<file path="src/hdl/fsp_status_regs.vh">
// Constants of the flash status and protection register logic.
// Assumes inclusion by fsp_status_protect.v and fsp_nv_store.v only.
`ifndef FSP_STATUS_REGS_VH
`define FSP_STATUS_REGS_VH

// ----------------------------------------
// Instruction codes
// ----------------------------------------
`define FSP_OP_WREN 8'h06
`define FSP_OP_WRDI 8'h04
`define FSP_OP_VWREN 8'h50
`define FSP_OP_RDSR1 8'h05
`define FSP_OP_RDSR2 8'h35
`define FSP_OP_RDSR3 8'h15
`define FSP_OP_WRSR1 8'h01
`define FSP_OP_WRSR2 8'h31
`define FSP_OP_WRSR3 8'h11
`define FSP_OP_PROG 8'h02
`define FSP_OP_SE 8'h20
`define FSP_OP_BE32 8'h52
`define FSP_OP_BE64 8'hD8
`define FSP_OP_CE1 8'hC7
`define FSP_OP_CE2 8'h60
`define FSP_OP_SUSP 8'h75
`define FSP_OP_RESUME 8'h7A
`define FSP_OP_RSTEN 8'h66
`define FSP_OP_RST 8'h99

// ----------------------------------------
// Field positions
// ----------------------------------------
`define FSP_SR1_BUSY 0
`define FSP_SR1_WEL 1
`define FSP_SR1_BP_LO 2
`define FSP_SR1_TB 5
`define FSP_SR1_SEC 6
`define FSP_SR1_SRPL 7
`define FSP_SR2_SRPU 0
`define FSP_SR2_QE 1
`define FSP_SR2_LB_LO 3
`define FSP_SR2_CMP 6
`define FSP_SR2_SUS 7
`define FSP_SR3_PIN_FUNCTION_SELECT 7

// ----------------------------------------
// Writable masks and reset values
// ----------------------------------------
`define FSP_SR1_WMASK 8'hFC
`define FSP_SR2_WMASK 8'h7B
`define FSP_SR2_VMASK 8'h43
`define FSP_SR3_NVMASK 8'hF4
`define FSP_SR3_VMASK 8'hF7
`define FSP_NV_DEFAULT 24'h000000
`define FSP_CFG_RESET 8'h00

// ----------------------------------------
// Busy durations in mclk cycles
// ----------------------------------------
`define FSP_WRSR_CYCLES 100
`define FSP_PROG_CYCLES 200
`define FSP_SE_CYCLES 1000
`define FSP_BE_CYCLES 2000
`define FSP_CE_CYCLES 4000

`endif

</file>
<file path="src/hdl/fsp_nv_store.v">
// Non-volatile copy of the status bits, one word of three status bytes.
// Assumes factory reset happens once; ordinary resets never touch it.
`timescale 1ns/1ps
`include "fsp_status_regs.vh"

module fsp_nv_store #(
  parameter WIDTH = 24
) (
  // Clock and factory reset
  input wire mclk,
  input wire factoryRst_n,
  // Write port
  input wire wrEn,
  input wire [WIDTH-1:0] wrData,
  // Registered read data
  output reg [WIDTH-1:0] rdData
);

  always @(posedge mclk or negedge factoryRst_n) begin
    if (!factoryRst_n) begin
      rdData <= `FSP_NV_DEFAULT;
    end else if (wrEn) begin
      rdData <= wrData;
    end
  end

endmodule

</file>
<file path="src/hdl/fsp_status_protect.v">
// Status, configuration and protection bits of a serial NOR flash,
// reached over its serial interface in SPI mode 0 (MSB first).
// Assumes the serial clock is far slower than mclk; all pins are async.
`timescale 1ns/1ps
`include "fsp_status_regs.vh"

// Summary of operation
// - Busy set during program, erase, non-volatile status write
// - While busy, only status reads, suspend and resume accepted
// - Busy clears when the operation ends
// - Write enable sets the write enable latch
// - Latch clears at reset, disable, program, erase
// - Block protect bits stored, default unprotected
// - Top/bottom bit selects protection origin
// - Granularity bit selects sector or block units
// - Complement bit inverts selected protection region
// - Protect 00: writable whenever latch set
// - Protect 01: write-protect pin gates writes
// - Protect 10: locked until next power cycle, software reset or reset pin
// - Protect 11: status writes refused forever
// - Lock-down value returns to 00 on reset
// - Status write data never alters volatile status flags
// - Normal enable: status write updates non-volatile copy
// - Volatile enable: volatile copy only, locks untouched
// - Suspend sets flag; resume or reset clears
// - Lock bits are one-time settable, default zero
// - Quad enable turns control pins into data
// - Pin is hold or reset per select
module fsp_status_protect #(
  parameter CW = 24,
  parameter WRSR_CYCLES = `FSP_WRSR_CYCLES,
  parameter PROG_CYCLES = `FSP_PROG_CYCLES,
  parameter SE_CYCLES = `FSP_SE_CYCLES,
  parameter BE_CYCLES = `FSP_BE_CYCLES,
  parameter CE_CYCLES = `FSP_CE_CYCLES
) (
  // Clock and resets
  input wire mclk,
  input wire arst_n,
  input wire factoryRst_n,
  // Serial link
  input wire chipSelN,
  input wire sclk,
  input wire serialIn,
  output reg serialOut,
  output wire serialOutEn,
  // Control pins
  input wire writeProtectN,
  input wire holdResetN,
  // Protection state towards the array
  output reg [2:0] blockProtect,
  output reg topBottomSelect,
  output reg granularitySelect,
  output reg complementProtect,
  output reg [2:0] securityLock,
  // Status and pin function
  output reg busy,
  output reg writeEnableLatch,
  output reg suspendFlag,
  output reg quadEnable,
  output reg holdActive,
  output reg pinResetActive
);

  // ----------------------------------------
  // Reset release and pin synchronisers
  // ----------------------------------------
  reg [1:0] rstPipe;
  wire rstN;
  always @(posedge mclk or negedge arst_n) begin
    if (!arst_n) begin
      rstPipe <= 2'h0;
    end else begin
      rstPipe <= {rstPipe[0], 1'b1};
    end
  end
  assign rstN = rstPipe[1];

  wire [4:0] pinRaw;
  reg [4:0] syncA;
  reg [4:0] syncB;
  reg sclkPrev;
  reg csPrev;
  assign pinRaw = {holdResetN, writeProtectN, serialIn, sclk, chipSelN};
  genvar gi;
  generate
    for (gi = 0; gi < 5; gi = gi + 1) begin : g_sync
      always @(posedge mclk or negedge rstN) begin
        if (!rstN) begin
          syncA[gi] <= 1'b1;
          syncB[gi] <= 1'b1;
        end else begin
          syncA[gi] <= pinRaw[gi];
          syncB[gi] <= syncA[gi];
        end
      end
    end
  endgenerate

  wire csLow = ~syncB[0];
  wire sclkS = syncB[1];
  wire siS = syncB[2];
  wire wpS = syncB[3];
  wire hrS = syncB[4];

  // ----------------------------------------
  // Volatile status and configuration
  // ----------------------------------------
  reg [5:0] sr1Cfg;
  reg cmpV;
  reg srpU;
  reg [7:0] sr3Cfg;
  reg volWel;
  reg rstArmed;
  reg loadPend;
  reg [CW-1:0] busyCnt;
  wire [23:0] nvRd;
  wire [2:0] lockNv = nvRd[8+`FSP_SR2_LB_LO +: 3];

  wire [7:0] statusOne = {sr1Cfg, writeEnableLatch, busy};
  wire [7:0] statusTwo = {suspendFlag, cmpV, lockNv, 1'b0, quadEnable, srpU};
  wire [7:0] statusThree = sr3Cfg & `FSP_SR3_VMASK;

  // Pin functions; quad mode hands both pins to data
  wire pinHoldMode = ~quadEnable & ~sr3Cfg[`FSP_SR3_PIN_FUNCTION_SELECT];
  wire pinRstMode = ~quadEnable & sr3Cfg[`FSP_SR3_PIN_FUNCTION_SELECT];
  wire holdNow = pinHoldMode & ~hrS & csLow;
  wire hwReset = pinRstMode & ~hrS;
  wire wpHigh = quadEnable | wpS;

  // ----------------------------------------
  // Serial shifter
  // ----------------------------------------
  reg [2:0] bitCnt;
  reg [1:0] byteCnt;
  reg [7:0] shiftIn;
  reg [7:0] opcode;
  reg [7:0] dataOne;
  reg [7:0] dataTwo;
  reg [7:0] outShift;
  reg readAct;
  wire sclkRise = sclkS & ~sclkPrev & csLow & ~holdNow;
  wire sclkFall = ~sclkS & sclkPrev & csLow & ~holdNow;
  wire csRise = ~csLow & csPrev;
  wire [7:0] newByte = {shiftIn[6:0], siS};
  wire byteDone = sclkRise & (bitCnt == 3'h7);
  wire [7:0] rdOp = (byteCnt == 2'h0) ? newByte : opcode;
  wire isRdOp = (rdOp == `FSP_OP_RDSR1) | (rdOp == `FSP_OP_RDSR2) |
    (rdOp == `FSP_OP_RDSR3);
  reg [7:0] rdSel;
  always @* begin
    case (rdOp)
      `FSP_OP_RDSR1: rdSel = statusOne;
      `FSP_OP_RDSR2: rdSel = statusTwo;
      `FSP_OP_RDSR3: rdSel = statusThree;
      default: rdSel = 8'h00;
    endcase
  end

  always @(posedge mclk or negedge rstN) begin
    if (!rstN) begin
      sclkPrev <= 1'b0;
      csPrev <= 1'b0;
      bitCnt <= 3'h0;
      byteCnt <= 2'h0;
      shiftIn <= 8'h00;
      opcode <= 8'h00;
      dataOne <= 8'h00;
      dataTwo <= 8'h00;
      outShift <= 8'h00;
      readAct <= 1'b0;
      serialOut <= 1'b0;
    end else begin
      sclkPrev <= sclkS;
      csPrev <= csLow;
      if (!csLow) begin
        bitCnt <= 3'h0;
        byteCnt <= 2'h0;
        readAct <= 1'b0;
      end else if (sclkRise) begin
        shiftIn <= newByte;
        bitCnt <= bitCnt + 3'h1;
        if (byteDone) begin
          if (byteCnt == 2'h0) begin
            opcode <= newByte;
          end else if (byteCnt == 2'h1) begin
            dataOne <= newByte;
          end else if (byteCnt == 2'h2) begin
            dataTwo <= newByte;
          end
          if (byteCnt != 2'h3) begin
            byteCnt <= byteCnt + 2'h1;
          end
          // Reads repeat the live register every byte
          if (isRdOp) begin
            outShift <= rdSel;
            readAct <= 1'b1;
          end
        end
      end else if (sclkFall) begin
        serialOut <= outShift[7];
        outShift <= {outShift[6:0], 1'b0};
      end
    end
  end
  assign serialOutEn = readAct & csLow & ~holdNow;

  // ----------------------------------------
  // Command decode at chip select release
  // ----------------------------------------
  // Commands ending off a byte boundary are dropped
  wire cmdEnd = csRise & (bitCnt == 3'h0) & (byteCnt != 2'h0);
  wire [1:0] nBytes = byteCnt;
  wire isProg = (opcode == `FSP_OP_PROG) & (nBytes == 2'h3);
  wire isSe = (opcode == `FSP_OP_SE) & (nBytes == 2'h3);
  wire isBe = ((opcode == `FSP_OP_BE32) | (opcode == `FSP_OP_BE64)) & (nBytes == 2'h3);
  wire isCe = ((opcode == `FSP_OP_CE1) | (opcode == `FSP_OP_CE2)) & (nBytes == 2'h1);
  wire isWrsr = ((opcode == `FSP_OP_WRSR1) & (nBytes >= 2'h2)) |
    (((opcode == `FSP_OP_WRSR2) | (opcode == `FSP_OP_WRSR3)) & (nBytes == 2'h2));
  wire oneByte = nBytes == 2'h1;
  wire susOk = busy & ~suspendFlag & (opcode == `FSP_OP_SUSP) & oneByte;
  wire resOk = suspendFlag & (opcode == `FSP_OP_RESUME) & oneByte;
  // Busy ignores everything but status reads; suspend and resume
  // are the exceptions that hold and restart a running operation
  wire cmdOk = cmdEnd & (~busy | susOk | resOk);
  wire anyWel = writeEnableLatch | volWel;
  wire arrayOp = isProg | isSe | isBe | isCe;
  wire [1:0] srpMode = {srpU, sr1Cfg[5]};
  reg srWritable;
  always @* begin
    case (srpMode)
      2'b00: srWritable = 1'b1;
      2'b01: srWritable = wpHigh;
      2'b10: srWritable = 1'b0;
      default: srWritable = 1'b0;
    endcase
  end
  wire wrsrGo = cmdOk & isWrsr & anyWel & srWritable;
  wire nvWrite = wrsrGo & writeEnableLatch & ~volWel;
  wire volWrite = wrsrGo & volWel;

  // Proposed bytes from the incoming data
  wire twoData = (opcode == `FSP_OP_WRSR1) & (nBytes == 2'h3);
  wire [7:0] candOne = (opcode == `FSP_OP_WRSR1) ? dataOne : statusOne;
  wire [7:0] candTwo = (opcode == `FSP_OP_WRSR2) ? dataOne :
    (twoData ? dataTwo : statusTwo);
  wire [7:0] candThree = (opcode == `FSP_OP_WRSR3) ? dataOne : statusThree;
  // Lock bits can only ever be set
  wire [2:0] lockNext = lockNv | candTwo[`FSP_SR2_LB_LO +: 3];
  wire [7:0] nvTwo = ({candTwo[7:6], lockNext, candTwo[2:0]} & `FSP_SR2_WMASK);
  wire [23:0] nvWrData = {candThree & `FSP_SR3_NVMASK, nvTwo,
    candOne & `FSP_SR1_WMASK};
  wire nvWrEn = nvWrite;

  fsp_nv_store #(
    .WIDTH(24)
  ) u_nv (
    .mclk(mclk),
    .factoryRst_n(factoryRst_n),
    .wrEn(nvWrEn),
    .wrData(nvWrData),
    .rdData(nvRd)
  );

  // ----------------------------------------
  // Status state machine
  // ----------------------------------------
  wire softRst = cmdOk & rstArmed & (opcode == `FSP_OP_RST) & oneByte;
  always @(posedge mclk or negedge rstN) begin
    if (!rstN) begin
      busy <= 1'b0;
      writeEnableLatch <= 1'b0;
      volWel <= 1'b0;
      suspendFlag <= 1'b0;
      busyCnt <= {CW{1'b0}};
      rstArmed <= 1'b0;
      loadPend <= 1'b1;
      sr1Cfg <= 6'h00;
      cmpV <= 1'b0;
      srpU <= 1'b0;
      quadEnable <= 1'b0;
      sr3Cfg <= `FSP_CFG_RESET;
    end else if (loadPend) begin
      loadPend <= 1'b0;
      sr1Cfg <= nvRd[7:2];
      cmpV <= nvRd[8+`FSP_SR2_CMP];
      quadEnable <= nvRd[8+`FSP_SR2_QE];
      sr3Cfg <= nvRd[23:16] & `FSP_SR3_NVMASK;
      // Lock-down never survives a reset
      if (nvRd[8+`FSP_SR2_SRPU] & ~nvRd[`FSP_SR1_SRPL]) begin
        srpU <= 1'b0;
        sr1Cfg[5] <= 1'b0;
      end else begin
        srpU <= nvRd[8+`FSP_SR2_SRPU];
      end
    end else if (softRst | hwReset) begin
      busy <= 1'b0;
      writeEnableLatch <= 1'b0;
      volWel <= 1'b0;
      suspendFlag <= 1'b0;
      busyCnt <= {CW{1'b0}};
      rstArmed <= 1'b0;
      loadPend <= 1'b1;
    end else begin
      if (busy && !suspendFlag) begin
        if (busyCnt <= {{(CW-1){1'b0}}, 1'b1}) begin
          busy <= 1'b0;
          busyCnt <= {CW{1'b0}};
        end else begin
          busyCnt <= busyCnt - {{(CW-1){1'b0}}, 1'b1};
        end
      end
      if (cmdOk) begin
        rstArmed <= (opcode == `FSP_OP_RSTEN) & oneByte;
        if (opcode != `FSP_OP_VWREN) begin
          volWel <= 1'b0;
        end
        if ((opcode == `FSP_OP_WREN) & oneByte) begin
          writeEnableLatch <= 1'b1;
        end else if ((opcode == `FSP_OP_VWREN) & oneByte) begin
          volWel <= 1'b1;
        end else if ((opcode == `FSP_OP_WRDI) & oneByte) begin
          writeEnableLatch <= 1'b0;
        end else if (susOk) begin
          suspendFlag <= 1'b1;
        end else if (resOk) begin
          suspendFlag <= 1'b0;
        end else if (arrayOp & writeEnableLatch) begin
          writeEnableLatch <= 1'b0;
          busy <= 1'b1;
          if (isProg) begin
            busyCnt <= PROG_CYCLES[CW-1:0];
          end else if (isSe) begin
            busyCnt <= SE_CYCLES[CW-1:0];
          end else if (isBe) begin
            busyCnt <= BE_CYCLES[CW-1:0];
          end else begin
            busyCnt <= CE_CYCLES[CW-1:0];
          end
        end else if (isWrsr) begin
          writeEnableLatch <= 1'b0;
          if (nvWrite) begin
            busy <= 1'b1;
            busyCnt <= WRSR_CYCLES[CW-1:0];
          end
        end
      end
      // Only configurable bits move; busy, latch and suspend do not
      if (nvWrite | volWrite) begin
        sr1Cfg <= candOne[7:2];
        cmpV <= candTwo[`FSP_SR2_CMP];
        quadEnable <= candTwo[`FSP_SR2_QE];
        srpU <= candTwo[`FSP_SR2_SRPU];
        if (volWrite) begin
          sr3Cfg <= candThree & `FSP_SR3_VMASK;
        end else begin
          sr3Cfg <= (candThree & `FSP_SR3_NVMASK) | (sr3Cfg & 8'h03);
        end
      end
    end
  end

  // ----------------------------------------
  // Registered outputs towards the array and pins
  // ----------------------------------------
  always @(posedge mclk or negedge rstN) begin
    if (!rstN) begin
      blockProtect <= 3'h0;
      topBottomSelect <= 1'b0;
      granularitySelect <= 1'b0;
      complementProtect <= 1'b0;
      securityLock <= 3'h0;
      holdActive <= 1'b0;
      pinResetActive <= 1'b0;
    end else begin
      blockProtect <= sr1Cfg[2:0];
      topBottomSelect <= sr1Cfg[3];
      granularitySelect <= sr1Cfg[4];
      complementProtect <= cmpV;
      securityLock <= lockNv;
      holdActive <= holdNow;
      pinResetActive <= hwReset;
    end
  end

endmodule

</file>
<file path="config.mk">
export PLATFORM = sky130hd
export DESIGN_NAME = fsp_status_protect
export DESIGN_NICKNAME = d
export VERILOG_FILES = /design/src/hdl/fsp_nv_store.v /design/src/hdl/fsp_status_protect.v
export VERILOG_INCLUDE_DIRS = /design/src /design/src/hdl
export SDC_FILE = /design/constraint.sdc
export NUM_CORES = 1
export LEC_CHECK = 0
export BUFFER_PORTS_ARGS = -buffer_cell sky130_fd_sc_hd__buf_2
export CAP_MARGIN = 20
export CELL_PAD_IN_SITES_DETAIL_PLACEMENT = 1
export CELL_PAD_IN_SITES_GLOBAL_PLACEMENT = 1
export CORE_ASPECT_RATIO = 1.1
export CORE_MARGIN = 10
export CORE_UTILIZATION = 45
export DETAILED_ROUTE_END_ITERATION = 8
export PLACE_DENSITY = 0.84
export SYNTH_ARGS = -nofsm -noshare
export SYNTH_HDL_FRONTEND = slang
export SYNTH_SLANG_ARGS = --single-unit
</file>
<file path="constraint.sdc">
create_clock -name mclk -period 4.35 [get_ports mclk]
set_input_delay 0.2175 -clock mclk [delete_from_list [all_inputs] [get_ports mclk]]
set_output_delay 0.2175 -clock mclk [all_outputs]
set_load 0.02 [all_outputs]
</file>
==> flow_summary.yaml, run 1 <==
clocking:
  cts_max_path_buffers: 2
  clk_transition_reported_paths_ns: 0.07
  tritoncts_num_sinks: 132
  cts_stage_hold_buffer_count: 7
  post-cts-setup-buffer-count: 0
  h-tree-depth: 4
  numCtsBuffers: 17
  root_buffer: "sky130_fd_sc_hd__clkbuf_16"
  tritoncts_clock_tree: "yes"
  clk_latency_ns: 0.43
  cts_resized: 0
critical_path:
  endpoint_kind: "flip-flop"
  timing_worst_setup_path_type: "reg2reg"
  worst_ep_arrival_time_ns: 3.75
  category_of_the_worst_setup_path_launch_point: "flip-flop"
  timing.critical_path.fanout_max: 17
  critical_path_required_ns: 4.66
route:
  wirelength_um: 19400
  wl_per_cell_um: 21.85
  drt-vias-per-instance: 6.145
  num_vias: 5457
  drc: 0
  initialDrtViolationCount: 359
  ant_nets: 0
  drt_pre_antenna_iters: 5
timing:
  final.setup.tns_ns: 0
  setup_repair_after_global_routing_missed_its_margin: "no"
  worst_pin_slew_ns: 1.028
  layout_min_cycle_time_ns: 3.449
  slew_violations: 0
  final_min_period_over_clock_period: 0.7929
  timing.final.ws_setup_ns: 0.9008
  final-hold-violation-count: 0
  achievable-frequency_mhz: 289.9
  minimum_hold_slack_ns: 0.09677
  timing.final.setup_violations: 0
  fin_worst_skew_ns: 0.01095
  slew_headroom: 0.3093
synthesis:
  yosys.area.top_type: "sky130_fd_sc_hd__dfrtp_1"
  synthesis.nets: 676
  synth_top_cell_area_share: 0.4541
  synth_cells: 658
  synthesis.yosys.warnings: 0
  synth_sequential_area_ratio: 0.4975
  async_flop_share: 1.000
  synth_enable_flop_cells: 0
  synth_cell_types: 77
  postSynthRegisterBits: 132
  mappedNetlistArea_um2: 6668
  synth_area_leaders: "sky130_fd_sc_hd__dfrtp_1 (45%), sky130_fd_sc_hd__nand2_1 (6.1%), sky130_fd_sc_hd__mux2_2 (4.6%)"
  synth-main-ff-cell: "sky130_fd_sc_hd__dfrtp_1"
  post_synth.cell_area_avg_um2: 10.13
placed_design:
  post-place-cells: 846
  hpwl_um: 12950
  finalWeightedCongestion: 0.8527
  pre_cts_slack_ns: 1.099
  portBuffers: 24
floorplan:
  floorplan.core_area_um2: 14500
  die-area_um2: 20090
  dieWidth_um: 136.1
  rows: 46
  initial_core_utilization: 0.4597
  floorplan.io_pins: 25
  floorplan.die.height_um: 147.7
cells_and_area:
  post_route_cells_drive_above_1_share: 0.1882
  p_r_area_growth_vs_syn_pct: 15.03
  finalNetCount: 701
  stdcell_count: 888
  antenna-diode-count: 0
hold_path:
  min_path_type: "in2async"
power:
  power_leakage_nw: 3.389
  cellPowerDensity_nw_per_um2: 388.6
  vdd.ir_drop.worst_v: 0.0002684
  finalPower_mw: 2.981
job:
  drv_cap: 0
global_route:
  antenna_found_initial: 0
  grtUsageTotal: 0.1993
  grt_start_max_net_pins: 87
  leftover_overflow_at_the_end_of_global_routing: 0
  via_count_of_the_first_global_routing_pass: 5884
  grt_first_pass_wirelength_um: 31860
outcome:
  outcome: "finished, final reports clean"
power breakdown:
part           switching, mW  internal (mW)  leakage [nW]  total (mW)
combinational         0.0821         0.0484          1.42       0.131
clock                  0.577          0.963         0.304        1.54
sequential            0.0433           1.27          1.67        1.31
total                  0.702           2.28          3.39        2.98
layout by cell type (no fill, tap or decap), types with 17 or more instances in the layout:
cell                        instances
sky130_fd_sc_hd__dfrtp_1          120
sky130_fd_sc_hd__nand2_1          108
sky130_fd_sc_hd__o21ai_0           40
sky130_fd_sc_hd__mux2_2            27
sky130_fd_sc_hd__nor2_1            26
sky130_fd_sc_hd__mux2i_1           25
sky130_fd_sc_hd__buf_2             24
sky130_fd_sc_hd__a31oi_1           22
sky130_fd_sc_hd__nand3_1           17
sky130_fd_sc_hd__clkbuf_16         17
final cells by class:
cell class / count / area, µm²
sequential: 132 / 3321
multi-input combinational: 477 / 3138
inverter: 15 / 56.30
clock buffer: 17 / 425.4
tap: 192 / 240.2
clock inverter: 15 / 206.4
fill: 1603 / 6834
timing repair buffer: 40 / 282.8
cells by family (layout without fill, tap and decap cells):
| family | after synthesis | after routing | share of synthesized area |
|---|---|---|---|
| other | 1 | 1 | 0.0005624 |
| AND/OR/NAND/NOR | 260 | 260 | 0.2075 |
| flip-flops | 132 | 132 | 0.4975 |
| adder cells (fa/ha/maj) | 10 | 10 | 0.01877 |
| buffers and inverters | 49 | 87 | 0.03284 |
| multiplexers | 52 | 52 | 0.08313 |
| XOR/XNOR | 4 | 4 | 0.005255 |
| AO/OA/AOI/OAI | 150 | 150 | 0.1544 |
critical path, cell delays in order (launching register included):
cell	delay (ns)
sky130_fd_sc_hd__dfrtp_1	0.44
sky130_fd_sc_hd__inv_1	0.11
sky130_fd_sc_hd__ha_1	0.26
sky130_fd_sc_hd__nand3b_1	0.22
sky130_fd_sc_hd__or4_4	0.50
sky130_fd_sc_hd__and3_4	0.22
sky130_fd_sc_hd__nor4_4	0.90
sky130_fd_sc_hd__nand2_1	0.37
sky130_fd_sc_hd__nand2_1	0.20
sky130_fd_sc_hd__a2bb2oi_1	0.09
synthesized netlist by cell type (all sizes together), types with 4 or more instances:
| library cell | number |
|---|---|
| a21oi | 11 |
| a22o | 4 |
| a22oi | 6 |
| a2bb2oi | 10 |
| a31oi | 22 |
| a32oi | 7 |
| and3 | 4 |
| buf | 14 |
| clkbuf | 20 |
| dfrtp | 121 |
| dfstp | 11 |
| ha | 10 |
| inv | 15 |
| mux2 | 27 |
| mux2i | 25 |
| nand2 | 108 |
| nand2b | 13 |
| nand3 | 17 |
| nand3b | 10 |
| nand4b | 4 |
| nor2 | 27 |
| nor3 | 16 |
| nor4 | 13 |
| o211ai | 4 |
| o21ai | 51 |
| o21bai | 5 |
| o31ai | 6 |
| or2 | 7 |
| or3 | 13 |
| or4 | 6 |
| or4b | 4 |
flip-flops by register name, summed over array words and instances, names as in the netlist, 2 cells and up:
register	cells
bitCnt	3
blockProtect	3
busyCnt	24
byteCnt	2
dataOne	8
dataTwo	6
opcode	8
outShift	8
rstPipe	2
securityLock	3
shiftIn	7
sr1Cfg	6
sr3Cfg	7
syncA	5
u_nv.rdData	17
metrics by stage:
step	cell area, µm²	util
after detailed placement	6920	0.4771
after CTS	7622	0.5255
after global routing	7670	0.5288
final	7670	0.5288
after global placement	6920	0.4771
after floorplan	6668	-
worst paths after layout:
kind,end,slack [ns],cells past startpoint,from
worst min-delay path,rstPipe[1],0.1,2,arst_n
worst max-delay path,sr3Cfg[2],0.90,9,byteCnt[1]
max in group asynchronous,busyCnt[6],3.42,1,rstPipe[1]
worst min register to register,sclkPrev,0.23,0,rstPipe[1]
worst max register to register,sr3Cfg[2],0.90,9,byteCnt[1]
min in group mclk,syncB[0],0.36,0,syncA[0]
layer usage:
metal,up-vias,GRT usage,share of wire
met5,-,0,0
met4,0,0.06876,0.017
met3,26,0.03763,0.030
met2,108,0.3517,0.52
met1,2868,0.2355,0.43
li1,2455,-,-
Note: power is estimated with default switching activity, not from simulation.
==> inputs of run 2 (changes only) <==
==> constraint.sdc (replaced) <==
create_clock -name mclk -period 3.23 [get_ports mclk]
set_input_delay 0.1615 -clock mclk [delete_from_list [all_inputs] [get_ports mclk]]
set_output_delay 0.1615 -clock mclk [all_outputs]
set_load 0.02 [all_outputs]
==> run 2 against run 1 <==
Net effect:
- first-iteration DRC count shrank 5.8%
- highest routed layer unchanged
- global-route usage shrank 0.43 points
- cell count grew 0.56%
- critical path type unchanged
- power grew 29%
==> flow_summary.yaml, run 2 (synthesis gave the netlist of run 1 again) <==
critical_path:
  slowest_stage: "sky130_fd_sc_hd__nor4_4"
  timing_worst_setup_path_type: "reg2reg"
  worst_ep_arrival_time_ns: 3.37
  cp_top_family: "simple AND/OR/NAND/NOR gates"
  timing.critical_path.fanout_max: 9
  worstReg2RegEnd: "sr3Cfg[5]"
  critPathMaxStageDelay_ns: 0.57
  r2r.worst_path.cells: 9
  critical_path.endpoint: "sr3Cfg[5]"
  category_of_the_worst_setup_path_launch_point: "flip-flop"
  r2r_setup_slack_ns: 0.19
  r2r-start: "byteCnt[1]"
  critical_path.n_buffers_inverters: 2
  critical_path_required_ns: 3.56
  endpoint_kind: "flip-flop"
  cell_breakdown_of_the_critical_path: "inv_1, ha_1, nand3b_1, or4_4, and3_4, nor4_4, buf_4, a31oi_1, a2bb2oi_1"
  worst_setup_path_start: "byteCnt[1]"
  worst-path-stages: 9
clocking:
  clk_transition_reported_paths_ns: 0.06
  cts_resized: 0
  h-tree-depth: 4
  cts_max_path_buffers: 2
  tritoncts_num_sinks: 132
  clk_latency_ns: 0.43
  root_buffer: "sky130_fd_sc_hd__clkbuf_16"
  tritoncts_clock_tree: "yes"
  post-cts-setup-buffer-count: 0
  cts_stage_hold_buffer_count: 7
  numCtsBuffers: 17
job:
  drv_cap: 0
route:
  num_vias: 5403
  ant_nets: 0
  initialDrtViolationCount: 338
  drt_pre_antenna_iters: 5
  wl_per_cell_um: 21.11
  drt-vias-per-instance: 6.050
  wirelength_um: 18850
  drc: 0
cells_and_area:
  layout.cells.most_common_list: "sky130_fd_sc_hd__dfrtp_1 (120), sky130_fd_sc_hd__nand2_1 (108), sky130_fd_sc_hd__o21ai_0 (40), sky130_fd_sc_hd__mux2_2 (27), sky130_fd_sc_hd__nor2_1 (26)"
  layout_commonest_cell: "sky130_fd_sc_hd__dfrtp_1"
  finalNetCount: 706
  p_r_area_growth_vs_syn_pct: 14.36
  top_flop_regs: "busyCnt x24, u_nv.rdData x17"
  multiInputGateArea_um2: 3138
  final.fill_count: 1645
  largest_register: "busyCnt"
  seqCellArea_um2: 3321
  number_of_flip_flops_under_the_largest_register_name: 24
  post_route_cells_drive_above_1_share: 0.1954
  antenna-diode-count: 0
floorplan:
  floorplan.core_area_um2: 14500
  initial_core_utilization: 0.4597
  floorplan.die.height_um: 147.7
  die-area_um2: 20090
  floorplan.io_pins: 25
  rows: 46
  dieWidth_um: 136.1
timing:
  layout_min_cycle_time_ns: 3.038
  slew_headroom: 0.3572
  minimum_hold_slack_ns: 0.03676
  timing.final.setup_violations: 0
  final-hold-violation-count: 0
  fin_worst_skew_ns: 0.009966
  achievable-frequency_mhz: 329.1
  slew_violations: 0
  worst_pin_slew_ns: 0.9597
  final.setup.tns_ns: 0
  setup_repair_after_global_routing_missed_its_margin: "no"
  final_min_period_over_clock_period: 0.9406
global_route:
  grtUsageTotal: 0.1950
  via_count_of_the_first_global_routing_pass: 5995
  leftover_overflow_at_the_end_of_global_routing: 0
  antenna_found_initial: 0
  grt_start_max_net_pins: 70
  grt_first_pass_wirelength_um: 31420
placed_design:
  portBuffers: 24
  finalWeightedCongestion: 0.8293
  hpwl_um: 12860
outcome:
  outcome: "finished, final reports clean"
hold_path:
  min_path_type: "in2async"
power:
  power_leakage_nw: 3.354
  finalPower_mw: 3.838
  vdd.ir_drop.worst_v: 0.0003985
  cellPowerDensity_nw_per_um2: 503.4
[run 2: changes by cell type in the layout (fill, tap and decap cells not counted), sizes merged]
cell          before  now
inv               17   21
clkinv             7    4
buf               32   38
bufinv             4    1
clkinvlp           2    4
dlymetal6s2s       1    0
[run 2: worst min path at each step]
stage	endpoint	slack (ns)	cells past startpoint
after floorplan	rstPipe[0]	-0.13	0
after global placement	rstPipe[0]	-0.05	1
after detailed placement	rstPipe[0]	-0.05	1
after CTS	rstPipe[1]	0.02	2
after global routing	rstPipe[1]	0.05	2
final	rstPipe[1]	0.04	2
[run 2: metrics by stage]
step	worst slack, ns	cell area [µm²]	std cells	util
after floorplan	0.6365	6669	658	-
after global placement	0.4597	6980	854	0.4813
after detailed placement	0.3376	6980	854	0.4813
after CTS	0.2202	7625	893	0.5257
after global routing	0.02384	7625	893	0.5257
final	0.1918	7625	893	0.5257
[run 2: per-layer routing]
layer	GRT usage	vias up	part of all wire
met1	0.2276	2783	0.42
met4	0.07569	0	0.023
met3	0.05458	41	0.048
met5	0	-	0
li1	-	2450	-
met2	0.3305	129	0.51
[run 2: final cells by class]
cell class,count,share of cell area
Timing Repair Buffer,45,0.03873
Tap cell,192,0.03151
Clock inverter,15,0.01953
Clock buffer,17,0.05579
Inverter,15,0.007384
Multi-Input combinational cell,477,0.4116
Sequential cell,132,0.4355
[run 2: worst reg2reg max path, stage by stage, from the launching register on]
cell,delay (ns)
sky130_fd_sc_hd__dfrtp_1,0.44
sky130_fd_sc_hd__inv_1,0.11
sky130_fd_sc_hd__ha_1,0.27
sky130_fd_sc_hd__nand3b_1,0.20
sky130_fd_sc_hd__or4_4,0.48
sky130_fd_sc_hd__and3_4,0.22
sky130_fd_sc_hd__nor4_4,0.58
sky130_fd_sc_hd__buf_4,0.28
sky130_fd_sc_hd__a31oi_1,0.12
sky130_fd_sc_hd__a2bb2oi_1,0.24
[run 2: power by group]
group          internal (mW)  total (mW)  switching, mW  leakage [nW]
Clock                   1.08        1.89          0.816         0.271
Combinational         0.0634       0.166          0.102          1.42
Sequential              1.71        1.78         0.0729          1.67
